[src/shared/ufm_pkg.sv]
// Constants, command codes and helper functions shared by both ends of the
// USB function to microcontroller port link. Assumes a 40 MHz core clock.
// What this block does
// - Four logic endpoints; control has 16-byte buffer
// - Endpoint 1 bulk, 32 bytes, physical 2/3
// - Endpoints 2,3 input-only 8 bytes, physical 4/5
// - Non-control endpoints switchable; control always on
// - Enabled pending endpoints pull interrupt line low
// - Endpoint data kept in on-chip SRAM
// - USB logic runs from the 40 MHz core clock
// - Bit clock recovered by 4x oversampling
// - Controller raises suspend mask around power-down
// - Internal pull-up connect follows its control
// - External pull-up drive follows its control
// - New transaction only while ready shown
// - Bus-active low once suspend is left
// - Interface reset low resets USB logic
// - Suspended flag shown while bus suspended
// - Controller pulls wake-up low for remote wake
// - Command/data select marks command or data
// - Accesses honoured only while interface selected
// - Protocol engine handles packet-level USB protocol
// - Controller enables wake interrupt before power-down
// - Falling interrupt edge wakes; delay holds line low
// - Register access: command cycle then data cycle
package ufm_pkg;

    // ----------------------------------------
    // Clock and timing
    // ----------------------------------------
    localparam int CLK_HZ = 40_000_000;
    localparam int WAKE_HOLD_US = 50;
    localparam int WAKE_HOLD_CYC = WAKE_HOLD_US * (CLK_HZ / 1_000_000);
    localparam int OVERSAMPLE = 4;
    localparam logic [1:0] MID_BIT_PHASE = 2'h2;

    // ----------------------------------------
    // Endpoints and buffer memory
    // ----------------------------------------
    localparam int NUM_EP = 6;
    localparam int MEM_BYTES = 112;
    localparam logic [2:0] FIRST_GATED_EP = 3'h2;

    // ----------------------------------------
    // Command codes
    // ----------------------------------------
    localparam logic [7:0] CMD_SET_ADDR = 8'hD0;
    localparam logic [7:0] CMD_SET_EP_EN = 8'hD8;
    localparam logic [7:0] CMD_READ_IRQ = 8'hF4;
    localparam logic [7:0] CMD_DEV_STATUS = 8'hFE;
    localparam logic [7:0] CMD_BUFFER = 8'hF0;
    localparam logic [7:0] CMD_CLEAR_BUF = 8'hF2;
    localparam logic [7:0] CMD_VALIDATE = 8'hFA;
    localparam logic [7:0] CMD_SEL_CLR = 8'h40;
    localparam logic [7:0] CMD_GROUP_MASK = 8'hF8;
    localparam logic [5:0] BUF_HDR_BYTES = 6'h02;

    // ----------------------------------------
    // Controller register map (AHB-Lite, byte offsets)
    // ----------------------------------------
    localparam logic [7:0] OFS_CTRL = 8'h00;
    localparam logic [7:0] OFS_STATUS = 8'h04;
    localparam logic [7:0] OFS_CMD = 8'h08;
    localparam logic [7:0] OFS_DATA = 8'h0C;
    localparam int CTRL_W = 5;
    localparam logic [4:0] CTRL_RESET = 5'h08;
    localparam int CB_MASK = 0;
    localparam int CB_PU_INT = 1;
    localparam int CB_PU_EXT = 2;
    localparam int CB_RST_N = 3;
    localparam int CB_WAKE = 4;

    typedef enum {ST_IDLE, ST_REG, ST_WAIT_RDY, ST_STROBE} ufm_host_state_t;

    function automatic logic [6:0] ep_base(input logic [2:0] ep);
        case (ep)
            3'h0: ep_base = 7'h00;
            3'h1: ep_base = 7'h10;
            3'h2: ep_base = 7'h20;
            3'h3: ep_base = 7'h40;
            3'h4: ep_base = 7'h60;
            default: ep_base = 7'h68;
        endcase
    endfunction

    function automatic logic [5:0] ep_size(input logic [2:0] ep);
        case (ep)
            3'h0, 3'h1: ep_size = 6'h10;
            3'h2, 3'h3: ep_size = 6'h20;
            default: ep_size = 6'h08;
        endcase
    endfunction

    function automatic logic ep_is_out(input logic [2:0] ep);
        ep_is_out = (ep == 3'h0) || (ep == 3'h2);
    endfunction

endpackage

[src/shared/ufm_if.sv]
// Port-pin link between the USB function logic and the microcontroller.
// Both ends run on the same core clock; the testbench joins them.
`timescale 1ns/10ps
interface ufm_if;
    logic suspend_irq_mask;
    logic internal_pullup_connect;
    logic external_pullup_drive;
    logic iface_reset_n;
    logic remote_wakeup_n;
    logic command_not_data;
    logic interface_select;
    logic write_strobe;
    logic read_strobe;
    logic [7:0] mcu_data;
    logic transaction_ready;
    logic bus_active_n;
    logic second_external_irq_n;
    logic suspended;
    logic [7:0] dev_data;

    modport dev (
        input suspend_irq_mask, internal_pullup_connect, external_pullup_drive,
        input iface_reset_n, remote_wakeup_n, command_not_data, interface_select,
        input write_strobe, read_strobe, mcu_data,
        output transaction_ready, bus_active_n, second_external_irq_n, suspended,
        output dev_data
    );

    modport mcu (
        output suspend_irq_mask, internal_pullup_connect, external_pullup_drive,
        output iface_reset_n, remote_wakeup_n, command_not_data, interface_select,
        output write_strobe, read_strobe, mcu_data,
        input transaction_ready, bus_active_n, second_external_irq_n, suspended,
        input dev_data
    );
endinterface // ufm_if

[src/rtl/ufm_device.sv]
// USB function end: command decoder, endpoint buffers, interrupt and
// suspend pins. Assumes the protocol engine delivers packet bytes on the
// user side and that the core clock is four times the bus bit rate.
`timescale 1ns/10ps
module ufm_device (
    input wire logic core_clk_i,
    input wire logic reset_i,
    ufm_if.dev pins,
    input wire logic line_i,
    input wire logic rx_valid_i,
    input wire logic [2:0] rx_ep_i,
    input wire logic [7:0] rx_data_i,
    input wire logic rx_end_i,
    input wire logic tx_next_i,
    input wire logic [2:0] tx_ep_i,
    input wire logic tx_end_i,
    input wire logic bus_suspend_i,
    output logic [7:0] tx_data_o,
    output logic rx_bit_o,
    output logic rx_bit_valid_o,
    output logic wake_req_o,
    output logic dp_pullup_o,
    output logic pullup_drive_pin_o,
    output logic [6:0] usb_addr_o,
    output logic addr_en_o,
    output logic [5:0] ep_full_o,
    output logic [5:0] ep_stall_o
);

    // ----------------------------------------
    // Reset and port synchronisers
    // ----------------------------------------
    logic usb_rst;
    assign usb_rst = reset_i || !pins.iface_reset_n;

    logic [2:0] sel_s, cnd_s, wr_s, rd_s;
    always_ff @(posedge core_clk_i) begin
        if (usb_rst) begin
            sel_s <= 3'h0;
            cnd_s <= 3'h0;
            wr_s <= 3'h0;
            rd_s <= 3'h0;
        end else begin
            sel_s <= {sel_s[1:0], pins.interface_select};
            cnd_s <= {cnd_s[1:0], pins.command_not_data};
            wr_s <= {wr_s[1:0], pins.write_strobe};
            rd_s <= {rd_s[1:0], pins.read_strobe};
        end
    end

    logic wr_evt, rd_evt, cmd_wr, dat_wr, dat_rd;
    assign wr_evt = sel_s[1] && wr_s[1] && !wr_s[2];
    assign rd_evt = sel_s[1] && rd_s[1] && !rd_s[2];
    assign cmd_wr = wr_evt && cnd_s[1];
    assign dat_wr = wr_evt && !cnd_s[1];
    assign dat_rd = rd_evt && !cnd_s[1];

    // ----------------------------------------
    // Command state
    // ----------------------------------------
    logic [7:0] cmd_reg;
    logic [2:0] sel_ep_reg;
    logic [5:0] idx_reg;
    logic ep_en_reg;
    logic [7:0] md;
    logic [5:0] buf_ofs;
    assign md = pins.mcu_data;
    assign buf_ofs = idx_reg - ufm_pkg::BUF_HDR_BYTES;

    always_ff @(posedge core_clk_i) begin
        if (usb_rst) begin
            cmd_reg <= 8'h00;
            sel_ep_reg <= 3'h0;
            idx_reg <= 6'h00;
        end else if (cmd_wr) begin
            cmd_reg <= md;
            idx_reg <= 6'h00;
            if ((md & ufm_pkg::CMD_GROUP_MASK) == 8'h00 ||
                (md & ufm_pkg::CMD_GROUP_MASK) == ufm_pkg::CMD_SEL_CLR) begin
                sel_ep_reg <= md[2:0];
            end
        end else if ((dat_wr || dat_rd) && cmd_reg == ufm_pkg::CMD_BUFFER) begin
            idx_reg <= idx_reg + 6'h01;
        end
    end

    always_ff @(posedge core_clk_i) begin
        if (usb_rst) begin
            usb_addr_o <= 7'h00;
            addr_en_o <= 1'b0;
            ep_en_reg <= 1'b0;
            ep_stall_o <= 6'h00;
        end else if (dat_wr) begin
            if (cmd_reg == ufm_pkg::CMD_SET_ADDR) begin
                usb_addr_o <= md[6:0];
                addr_en_o <= md[7];
            end
            if (cmd_reg == ufm_pkg::CMD_SET_EP_EN) begin
                ep_en_reg <= md[0];
            end
            if ((cmd_reg & ufm_pkg::CMD_GROUP_MASK) == ufm_pkg::CMD_SEL_CLR) begin
                ep_stall_o[sel_ep_reg] <= md[0];
            end
        end
    end

    // Control endpoints ignore the enable bit
    function automatic logic ep_on(input logic [2:0] ep, input logic en);
        ep_on = (ep < ufm_pkg::FIRST_GATED_EP) || en;
    endfunction

    // ----------------------------------------
    // Endpoint buffer memory and pointers
    // ----------------------------------------
    logic [7:0] mem [0:ufm_pkg::MEM_BYTES-1];
    logic [5:0] len_reg [0:ufm_pkg::NUM_EP-1];
    logic [5:0] rxptr_reg, txptr_reg;
    logic rx_ok, mcu_buf_wr;
    assign rx_ok = rx_valid_i && ep_on(rx_ep_i, ep_en_reg) && ufm_pkg::ep_is_out(rx_ep_i)
        && !ep_full_o[rx_ep_i] && rxptr_reg < ufm_pkg::ep_size(rx_ep_i);
    assign mcu_buf_wr = dat_wr && cmd_reg == ufm_pkg::CMD_BUFFER
        && idx_reg >= ufm_pkg::BUF_HDR_BYTES && buf_ofs < ufm_pkg::ep_size(sel_ep_reg);

    // Both writers share one array; the full flag blocks only the bus write,
    // so the microcontroller write can land in a buffer the bus is filling.
    always_ff @(posedge core_clk_i) begin
        if (rx_ok) begin
            mem[ufm_pkg::ep_base(rx_ep_i) + {1'b0, rxptr_reg}] <= rx_data_i;
        end
        if (mcu_buf_wr) begin
            mem[ufm_pkg::ep_base(sel_ep_reg) + {1'b0, buf_ofs}] <= md;
        end
    end

    always_ff @(posedge core_clk_i) begin
        if (usb_rst) begin
            rxptr_reg <= 6'h00;
        end else if (rx_end_i) begin
            rxptr_reg <= 6'h00;
        end else if (rx_ok) begin
            rxptr_reg <= rxptr_reg + 6'h01;
        end
    end

    always_ff @(posedge core_clk_i) begin
        if (usb_rst) begin
            txptr_reg <= 6'h00;
            tx_data_o <= 8'h00;
        end else if (tx_end_i) begin
            txptr_reg <= 6'h00;
        end else if (tx_next_i) begin
            tx_data_o <= mem[ufm_pkg::ep_base(tx_ep_i) + {1'b0, txptr_reg}];
            txptr_reg <= txptr_reg + 6'h01;
        end
    end

    always_ff @(posedge core_clk_i) begin
        if (usb_rst) begin
            for (int i = 0; i < ufm_pkg::NUM_EP; i++) begin
                len_reg[i] <= 6'h00;
            end
        end else begin
            if (dat_wr && cmd_reg == ufm_pkg::CMD_BUFFER && idx_reg == 6'h00) begin
                len_reg[sel_ep_reg] <= md[5:0];
            end
            if (rx_end_i && ufm_pkg::ep_is_out(rx_ep_i)) begin
                len_reg[rx_ep_i] <= rxptr_reg;
            end
        end
    end

    // ----------------------------------------
    // Full and interrupt flags (set wins over clear)
    // ----------------------------------------
    logic [5:0] full_set, full_clr, irq_set, irq_clr, irq_reg;
    always_comb begin
        full_set = 6'h00;
        full_clr = 6'h00;
        irq_set = 6'h00;
        irq_clr = 6'h00;
        if (rx_end_i && ufm_pkg::ep_is_out(rx_ep_i) && ep_on(rx_ep_i, ep_en_reg)) begin
            full_set[rx_ep_i] = 1'b1;
            irq_set[rx_ep_i] = 1'b1;
        end
        if (tx_end_i && ep_full_o[tx_ep_i]) begin
            full_clr[tx_ep_i] = 1'b1;
            irq_set[tx_ep_i] = 1'b1;
        end
        if (cmd_wr && md == ufm_pkg::CMD_VALIDATE) begin
            full_set[sel_ep_reg] = 1'b1;
        end
        if (cmd_wr && md == ufm_pkg::CMD_CLEAR_BUF) begin
            full_clr[sel_ep_reg] = 1'b1;
        end
        if (cmd_wr && (md & ufm_pkg::CMD_GROUP_MASK) == ufm_pkg::CMD_SEL_CLR) begin
            irq_clr[md[2:0]] = 1'b1;
        end
    end

    always_ff @(posedge core_clk_i) begin
        if (usb_rst) begin
            ep_full_o <= 6'h00;
            irq_reg <= 6'h00;
        end else begin
            ep_full_o <= (ep_full_o & ~full_clr) | full_set;
            irq_reg <= (irq_reg & ~irq_clr) | irq_set;
        end
    end

    // ----------------------------------------
    // Read data and ready handshake
    // ----------------------------------------
    always_ff @(posedge core_clk_i) begin
        if (usb_rst) begin
            pins.dev_data <= 8'h00;
        end else if (dat_rd) begin
            if (cmd_reg == ufm_pkg::CMD_READ_IRQ) begin
                pins.dev_data <= {2'h0, irq_reg};
            end else if (cmd_reg == ufm_pkg::CMD_DEV_STATUS) begin
                pins.dev_data <= {6'h00, bus_suspend_i, addr_en_o};
            end else if (cmd_reg == ufm_pkg::CMD_BUFFER) begin
                if (idx_reg == 6'h00) begin
                    pins.dev_data <= {2'h0, len_reg[sel_ep_reg]};
                end else if (idx_reg == 6'h01) begin
                    pins.dev_data <= 8'h00;
                end else begin
                    pins.dev_data <= mem[ufm_pkg::ep_base(sel_ep_reg) + {1'b0, buf_ofs}];
                end
            end else begin
                pins.dev_data <= {5'h00, ep_stall_o[sel_ep_reg],
                    irq_reg[sel_ep_reg], ep_full_o[sel_ep_reg]};
            end
        end
    end

    // Ready falls with the strobe edge and returns once the strobe is gone
    always_ff @(posedge core_clk_i) begin
        if (usb_rst) begin
            pins.transaction_ready <= 1'b0;
        end else begin
            pins.transaction_ready <= !(wr_s[1] || rd_s[1]);
        end
    end

    // ----------------------------------------
    // Interrupt line with power-down wake hold
    // ----------------------------------------
    logic pend, pend_q;
    logic [11:0] hold_cnt;
    assign pend = |(irq_reg & {{4{ep_en_reg}}, 2'h3});

    always_ff @(posedge core_clk_i) begin
        if (usb_rst) begin
            pend_q <= 1'b0;
            hold_cnt <= 12'h000;
            pins.second_external_irq_n <= 1'b1;
        end else begin
            pend_q <= pend;
            if (pins.suspend_irq_mask && pend && !pend_q) begin
                hold_cnt <= 12'(ufm_pkg::WAKE_HOLD_CYC);
            end else if (hold_cnt != 12'h000) begin
                hold_cnt <= hold_cnt - 12'h001;
            end
            pins.second_external_irq_n <= !(pend || hold_cnt != 12'h000);
        end
    end

    // ----------------------------------------
    // Suspend, wake-up and pull-up pins
    // ----------------------------------------
    logic wake_q;
    always_ff @(posedge core_clk_i) begin
        if (usb_rst) begin
            pins.suspended <= 1'b0;
            pins.bus_active_n <= 1'b1;
            wake_q <= 1'b1;
            wake_req_o <= 1'b0;
            dp_pullup_o <= 1'b0;
            pullup_drive_pin_o <= 1'b0;
        end else begin
            pins.suspended <= bus_suspend_i;
            pins.bus_active_n <= bus_suspend_i;
            wake_q <= pins.remote_wakeup_n;
            wake_req_o <= wake_q && !pins.remote_wakeup_n && bus_suspend_i;
            dp_pullup_o <= pins.internal_pullup_connect;
            pullup_drive_pin_o <= pins.external_pullup_drive;
        end
    end

    // ----------------------------------------
    // Bit clock recovery from the line
    // ----------------------------------------
    // Phase resets on every transition so drift and jitter are absorbed
    logic line_q;
    logic [1:0] phase_reg;
    always_ff @(posedge core_clk_i) begin
        if (usb_rst) begin
            line_q <= 1'b1;
            phase_reg <= 2'h0;
            rx_bit_o <= 1'b1;
            rx_bit_valid_o <= 1'b0;
        end else begin
            line_q <= line_i;
            phase_reg <= (line_i != line_q) ? 2'h0 : phase_reg + 2'h1;
            rx_bit_valid_o <= phase_reg == ufm_pkg::MID_BIT_PHASE;
            rx_bit_o <= line_q;
        end
    end

endmodule // ufm_device

[src/flat_wrapper.sv]
// flat-port wrapper written by rule: the top's interface ports become plain ports
module ufm_device_flat 
  (core_clk_i, reset_i, line_i, rx_valid_i, rx_ep_i, rx_data_i, rx_end_i, tx_next_i, tx_ep_i, tx_end_i, bus_suspend_i, tx_data_o, rx_bit_o, rx_bit_valid_o, wake_req_o, dp_pullup_o, pullup_drive_pin_o, usb_addr_o, addr_en_o, ep_full_o, ep_stall_o, pins_suspend_irq_mask, pins_internal_pullup_connect, pins_external_pullup_drive, pins_iface_reset_n, pins_remote_wakeup_n, pins_command_not_data, pins_interface_select, pins_write_strobe, pins_read_strobe, pins_mcu_data, pins_transaction_ready, pins_bus_active_n, pins_second_external_irq_n, pins_suspended, pins_dev_data);
  ufm_if pins_i ();
  input wire logic core_clk_i;
  input wire logic reset_i;
  input wire logic line_i;
  input wire logic rx_valid_i;
  input wire logic [2:0] rx_ep_i;
  input wire logic [7:0] rx_data_i;
  input wire logic rx_end_i;
  input wire logic tx_next_i;
  input wire logic [2:0] tx_ep_i;
  input wire logic tx_end_i;
  input wire logic bus_suspend_i;
  output logic [7:0] tx_data_o;
  output logic rx_bit_o;
  output logic rx_bit_valid_o;
  output logic wake_req_o;
  output logic dp_pullup_o;
  output logic pullup_drive_pin_o;
  output logic [6:0] usb_addr_o;
  output logic addr_en_o;
  output logic [5:0] ep_full_o;
  output logic [5:0] ep_stall_o;
  input wire logic [$bits(pins_i.suspend_irq_mask)-1:0] pins_suspend_irq_mask;
  input wire logic [$bits(pins_i.internal_pullup_connect)-1:0] pins_internal_pullup_connect;
  input wire logic [$bits(pins_i.external_pullup_drive)-1:0] pins_external_pullup_drive;
  input wire logic [$bits(pins_i.iface_reset_n)-1:0] pins_iface_reset_n;
  input wire logic [$bits(pins_i.remote_wakeup_n)-1:0] pins_remote_wakeup_n;
  input wire logic [$bits(pins_i.command_not_data)-1:0] pins_command_not_data;
  input wire logic [$bits(pins_i.interface_select)-1:0] pins_interface_select;
  input wire logic [$bits(pins_i.write_strobe)-1:0] pins_write_strobe;
  input wire logic [$bits(pins_i.read_strobe)-1:0] pins_read_strobe;
  input wire logic [$bits(pins_i.mcu_data)-1:0] pins_mcu_data;
  output wire logic [$bits(pins_i.transaction_ready)-1:0] pins_transaction_ready;
  output wire logic [$bits(pins_i.bus_active_n)-1:0] pins_bus_active_n;
  output wire logic [$bits(pins_i.second_external_irq_n)-1:0] pins_second_external_irq_n;
  output wire logic [$bits(pins_i.suspended)-1:0] pins_suspended;
  output wire logic [$bits(pins_i.dev_data)-1:0] pins_dev_data;
  assign pins_i.suspend_irq_mask = pins_suspend_irq_mask;
  assign pins_i.internal_pullup_connect = pins_internal_pullup_connect;
  assign pins_i.external_pullup_drive = pins_external_pullup_drive;
  assign pins_i.iface_reset_n = pins_iface_reset_n;
  assign pins_i.remote_wakeup_n = pins_remote_wakeup_n;
  assign pins_i.command_not_data = pins_command_not_data;
  assign pins_i.interface_select = pins_interface_select;
  assign pins_i.write_strobe = pins_write_strobe;
  assign pins_i.read_strobe = pins_read_strobe;
  assign pins_i.mcu_data = pins_mcu_data;
  assign pins_transaction_ready = pins_i.transaction_ready;
  assign pins_bus_active_n = pins_i.bus_active_n;
  assign pins_second_external_irq_n = pins_i.second_external_irq_n;
  assign pins_suspended = pins_i.suspended;
  assign pins_dev_data = pins_i.dev_data;
  ufm_device u_core (.core_clk_i(core_clk_i), .reset_i(reset_i), .pins(pins_i), .line_i(line_i), .rx_valid_i(rx_valid_i), .rx_ep_i(rx_ep_i), .rx_data_i(rx_data_i), .rx_end_i(rx_end_i), .tx_next_i(tx_next_i), .tx_ep_i(tx_ep_i), .tx_end_i(tx_end_i), .bus_suspend_i(bus_suspend_i), .tx_data_o(tx_data_o), .rx_bit_o(rx_bit_o), .rx_bit_valid_o(rx_bit_valid_o), .wake_req_o(wake_req_o), .dp_pullup_o(dp_pullup_o), .pullup_drive_pin_o(pullup_drive_pin_o), .usb_addr_o(usb_addr_o), .addr_en_o(addr_en_o), .ep_full_o(ep_full_o), .ep_stall_o(ep_stall_o));
endmodule
[config.mk]
export PLATFORM = sky130hd
export DESIGN_NAME = ufm_device_flat
export DESIGN_NICKNAME = d
export VERILOG_FILES = /design/src/shared/ufm_pkg.sv /design/src/shared/ufm_if.sv /design/src/rtl/ufm_device.sv /design/src/flat_wrapper.sv
export SDC_FILE = /design/constraint.sdc
export NUM_CORES = 2
export LEC_CHECK = 0
export BUFFER_PORTS_ARGS = -buffer_cell sky130_fd_sc_hd__buf_2
export CELL_PAD_IN_SITES_DETAIL_PLACEMENT = 2
export CELL_PAD_IN_SITES_GLOBAL_PLACEMENT = 2
export CORE_ASPECT_RATIO = 0.9
export CORE_MARGIN = 2
export CORE_UTILIZATION = 40
export DETAILED_ROUTE_END_ITERATION = 12
export HOLD_SLACK_MARGIN = 0.1
export PLACE_DENSITY_LB_ADDON = 0.1
export SKIP_CTS_REPAIR_TIMING = 1
export SYNTH_ARGS = -nofsm -noshare
export SYNTH_HDL_FRONTEND = slang
export SYNTH_SLANG_ARGS = --single-unit
[constraint.sdc]
create_clock -name core_clk_i -period 7.76 [get_ports core_clk_i]
set_input_delay 1.552 -clock core_clk_i [delete_from_list [all_inputs] [get_ports core_clk_i]]
set_output_delay 1.552 -clock core_clk_i [all_outputs]
set_load 0.02 [all_outputs]
==> impl_metrics.json <==
{
  "total_power_mw": 13.0,
  "crit_family": "simple AND/OR/NAND/NOR gates",
  "routabilityCongestion": 0.915,
  "ios": 84,
  "initialDrtViolationCount": 6059,
  "core_area_um2": 152000,
  "largest_reg_flops": 896,
  "nNetsFinal": 4183,
  "yosysTopAreaCell": "edfxtp_1",
  "setup_violations": 0,
  "track_usage_pct": 33.0,
  "drt-vias-per-instance": 6.98,
  "rr_endpoint": "u_core.pins.dev_data[5]$_SDFFE_PP0P_",
  "post_drt_wl_per_cell_um": 42.2,
  "vias": 43400,
  "drt_pre_antenna_iters": 5,
  "p_leak_nw": 20.3,
  "rr_worst_depth": 12,
  "maxCapViolCount": 0,
  "synth_nets": 4282,
  "synth_edf_count": 944,
  "rsz0062_at_grt": "false",
  "ys.flop_type": "edfxtp_1",
  "critPathRequiredTime_ns": 8.48,
  "peakVddDrop_mv": 0.174,
  "gr-total-overflow": 0,
  "r2r-start": "u_core.idx_reg[1]$_SDFFE_PP0P_",
  "clkTransAtPathRegs_ns": 0.07,
  "htreeDepth": 3,
  "skew_ns": 0.0410,
  "clockBufferDepth": 3,
  "max_freq_mhz": 157,
  "drc_errors": 0,
  "cp_slowest_cell": "fa_1",
  "syn_inst": 4216,
  "syn_area_um2": 61300,
  "crit_arrival_ns": 7.09,
  "critPathBufInv": 2,
  "synth.avg_cell_area_um2": 14.5,
  "cts_buffers": 120,
  "async_reset_ff_share_pct": 0,
  "startpoint_type": "flop",
  "clk_latency_ns": 0.81,
  "ant_nets": 0,
  "grt_first_pass_wirelength_um": 362000,
  "synth-seq-cells": 1055,
  "worst_slew_pin_slew_ns": 1.33,
  "place_hpwl_um": 173000,
  "initial_core_util_pct": 40.2,
  "slew_violations": 0,
  "path_class": "reg -> reg",
  "synth_cell_types": 73,
  "min_path_type": "reg -> reg",
  "cts.sinks": 1055,
  "drive_gt1_share_pct": 44.7,
  "synth.area.top_cells": "edfxtp_1, mux4_2, mux2_2",
  "grt_pass1_vias": 43000,
  "hold_depth": 1,
  "period_minus_slack_ns": 6.36,
  "synth_top_area_share_pct": 46.2,
  "relSlewSlack_pct": 11.1,
  "outcome": "completed",
  "die_h_um": 375,
  "yosys_warnings": 0,
  "dieArea_um2": 156000,
  "yosysSeqAreaShare_pct": 49.9,
  "max_stage_delay_ns": 0.93,
  "cts_tree": "built",
  "rows": 136,
  "post-route-period-util_pct": 82.0,
  "r2r_slack_ns": 1.40,
  "root_buffer": "clkbuf_16",
  "path_cells": "inv_1 -> ha_4 -> xor2_1 -> ha_1 -> fa_1 -> or3_1 -> o22ai_1 -> nor4_1 -> nor3_1 -> a2111oi_0 -> buf_4 -> o221a_2",
  "io_buffers": 83,
  "holdPathEnd": "u_core.phase_reg[0]$_SDFF_PP0_",
  "path_max_fanout": 34,
  "finalHoldViolCount": 0,
  "antenna_found_initial": 17,
  "area_growth_pct": 10.4,
  "die_x_um": 417,
  "drt_wl_total_um": 262000,
  "power.density_nw_per_um2": 192,
  "tns_ns": 0,
  "end_kind": "flop",
  "grt_max_degree": 91,
  "hp-start": "u_core.phase_reg[0]$_SDFF_PP0_"
}
[cells in the final DEF (no fill, tap or decap), drive strengths merged, types with 15 or more instances in the layout]
cell type	n
inv	37
a31oi	15
mux2	836
edfxtp	944
o31ai	15
nand2	161
buf	229
xor2	19
a22oi	61
o22ai	141
ha	24
mux4	499
o21ai	200
dfxtp	111
nand4	33
nor3	51
xnor2	21
a21oi	60
and2	21
nor2	190
nor4	24
clkbuf	145
clkinv	61
nor2b	18
mux2i	62
nand3	75
[cell type report]
cell class                 instances  area, um^2
tap                             2001        2500
inverter                          37         140
multi-input combinational       2674       28900
antenna                            5        12.5
timing repair buffer             229        1630
clock buffer                     145        3170
sequential                      1055       30600
fill                           14500       84800
clock inverter                    75         738
[synthesized netlist by cell type (all sizes together) (5+ instances only)]
library cell	n
edfxtp	944
mux2	836
mux4	499
clkbuf	338
o21ai	200
nor2	190
nand2	161
o22ai	141
buf	112
dfxtp	111
nand3	75
mux2i	62
a22oi	61
a21oi	60
nor3	51
inv	35
nand4	33
ha	24
nor4	24
and2	21
xnor2	21
xor2	19
nor2b	18
a31oi	15
o31ai	15
nand2b	14
or2	14
o21a	12
nand3b	9
a21boi	7
nor3b	6
o311ai	5
[where the power goes]
group | switching (mW) | total, mW | internal [mW]
logic | 0.569 | 0.916 | 0.347
clock network | 2.56 | 5.89 | 3.32
registers | 0.0256 | 6.23 | 6.20
[routing by layer]
layer / vias to the layer above / routed length (um) / GRT usage, %
li1: 16800 / - / -
met1: 23900 / 114000 / 48.1
met2: 2320 / 117000 / 49.5
met3: 396 / 21600 / 6.12
met4: 6 / 10300 / 11.5
met5: - / 42 / 0
[cells by family after synthesis]
family / synth area share [%]
mux: 34.7
flops: 49.9
simple gates: 5.42
compound gates: 5.66
buf+inv: 3.20
xor+xnor: 0.571
fa+ha+maj: 0.588
[stage by stage]
stage          cells  worst slack (ns)  utilization [%]  cell area [um^2]  hold WS, ns
4_1_cts         6216              1.62             44.4             67700        0.415
3_3_place_gp    5996              1.81             41.8             63800        0.402
3_5_place_dp    5996              1.68             41.8             63800        0.407
2_1_floorplan   4216              3.09                -             61300        0.392
6_report        6221              1.40             44.4             67700        0.408
5_1_grt         6216              1.44             44.4             67700        0.454
[worst register-to-register path, stage by stage (launching register included)]
cell and delay, ns:
dfxtp_4 0.78, inv_1 0.33, ha_4 0.30, xor2_1 0.17, ha_1 0.24, fa_1 0.93, or3_1 0.92, o22ai_1 0.52
nor4_1 0.76, nor3_1 0.11, a2111oi_0 0.84, buf_4 0.24, o221a_2 0.17
[how the worst max path moves through the flow]
stage                              startpoint                              endpoint  slack [ns]  cells past startpoint
5_1_grt        u_core.idx_reg[1]$_SDFFE_PP0P_           u_core.mem[28][6]$_DFFE_PP_        1.44                      9
3_5_place_dp   u_core.idx_reg[1]$_SDFFE_PP0P_  u_core.pins.dev_data[5]$_SDFFE_PP0P_        1.68                     12
3_3_place_gp   u_core.idx_reg[1]$_SDFFE_PP0P_  u_core.pins.dev_data[5]$_SDFFE_PP0P_        1.81                     12
2_1_floorplan  u_core.idx_reg[1]$_SDFFE_PP0P_           u_core.mem[73][0]$_DFFE_PP_        3.09                     14
6_report       u_core.idx_reg[1]$_SDFFE_PP0P_  u_core.pins.dev_data[5]$_SDFFE_PP0P_        1.40                     12
4_1_cts        u_core.idx_reg[1]$_SDFFE_PP0P_  u_core.pins.dev_data[5]$_SDFFE_PP0P_        1.62                     12
(Power assumes the default switching activity.)
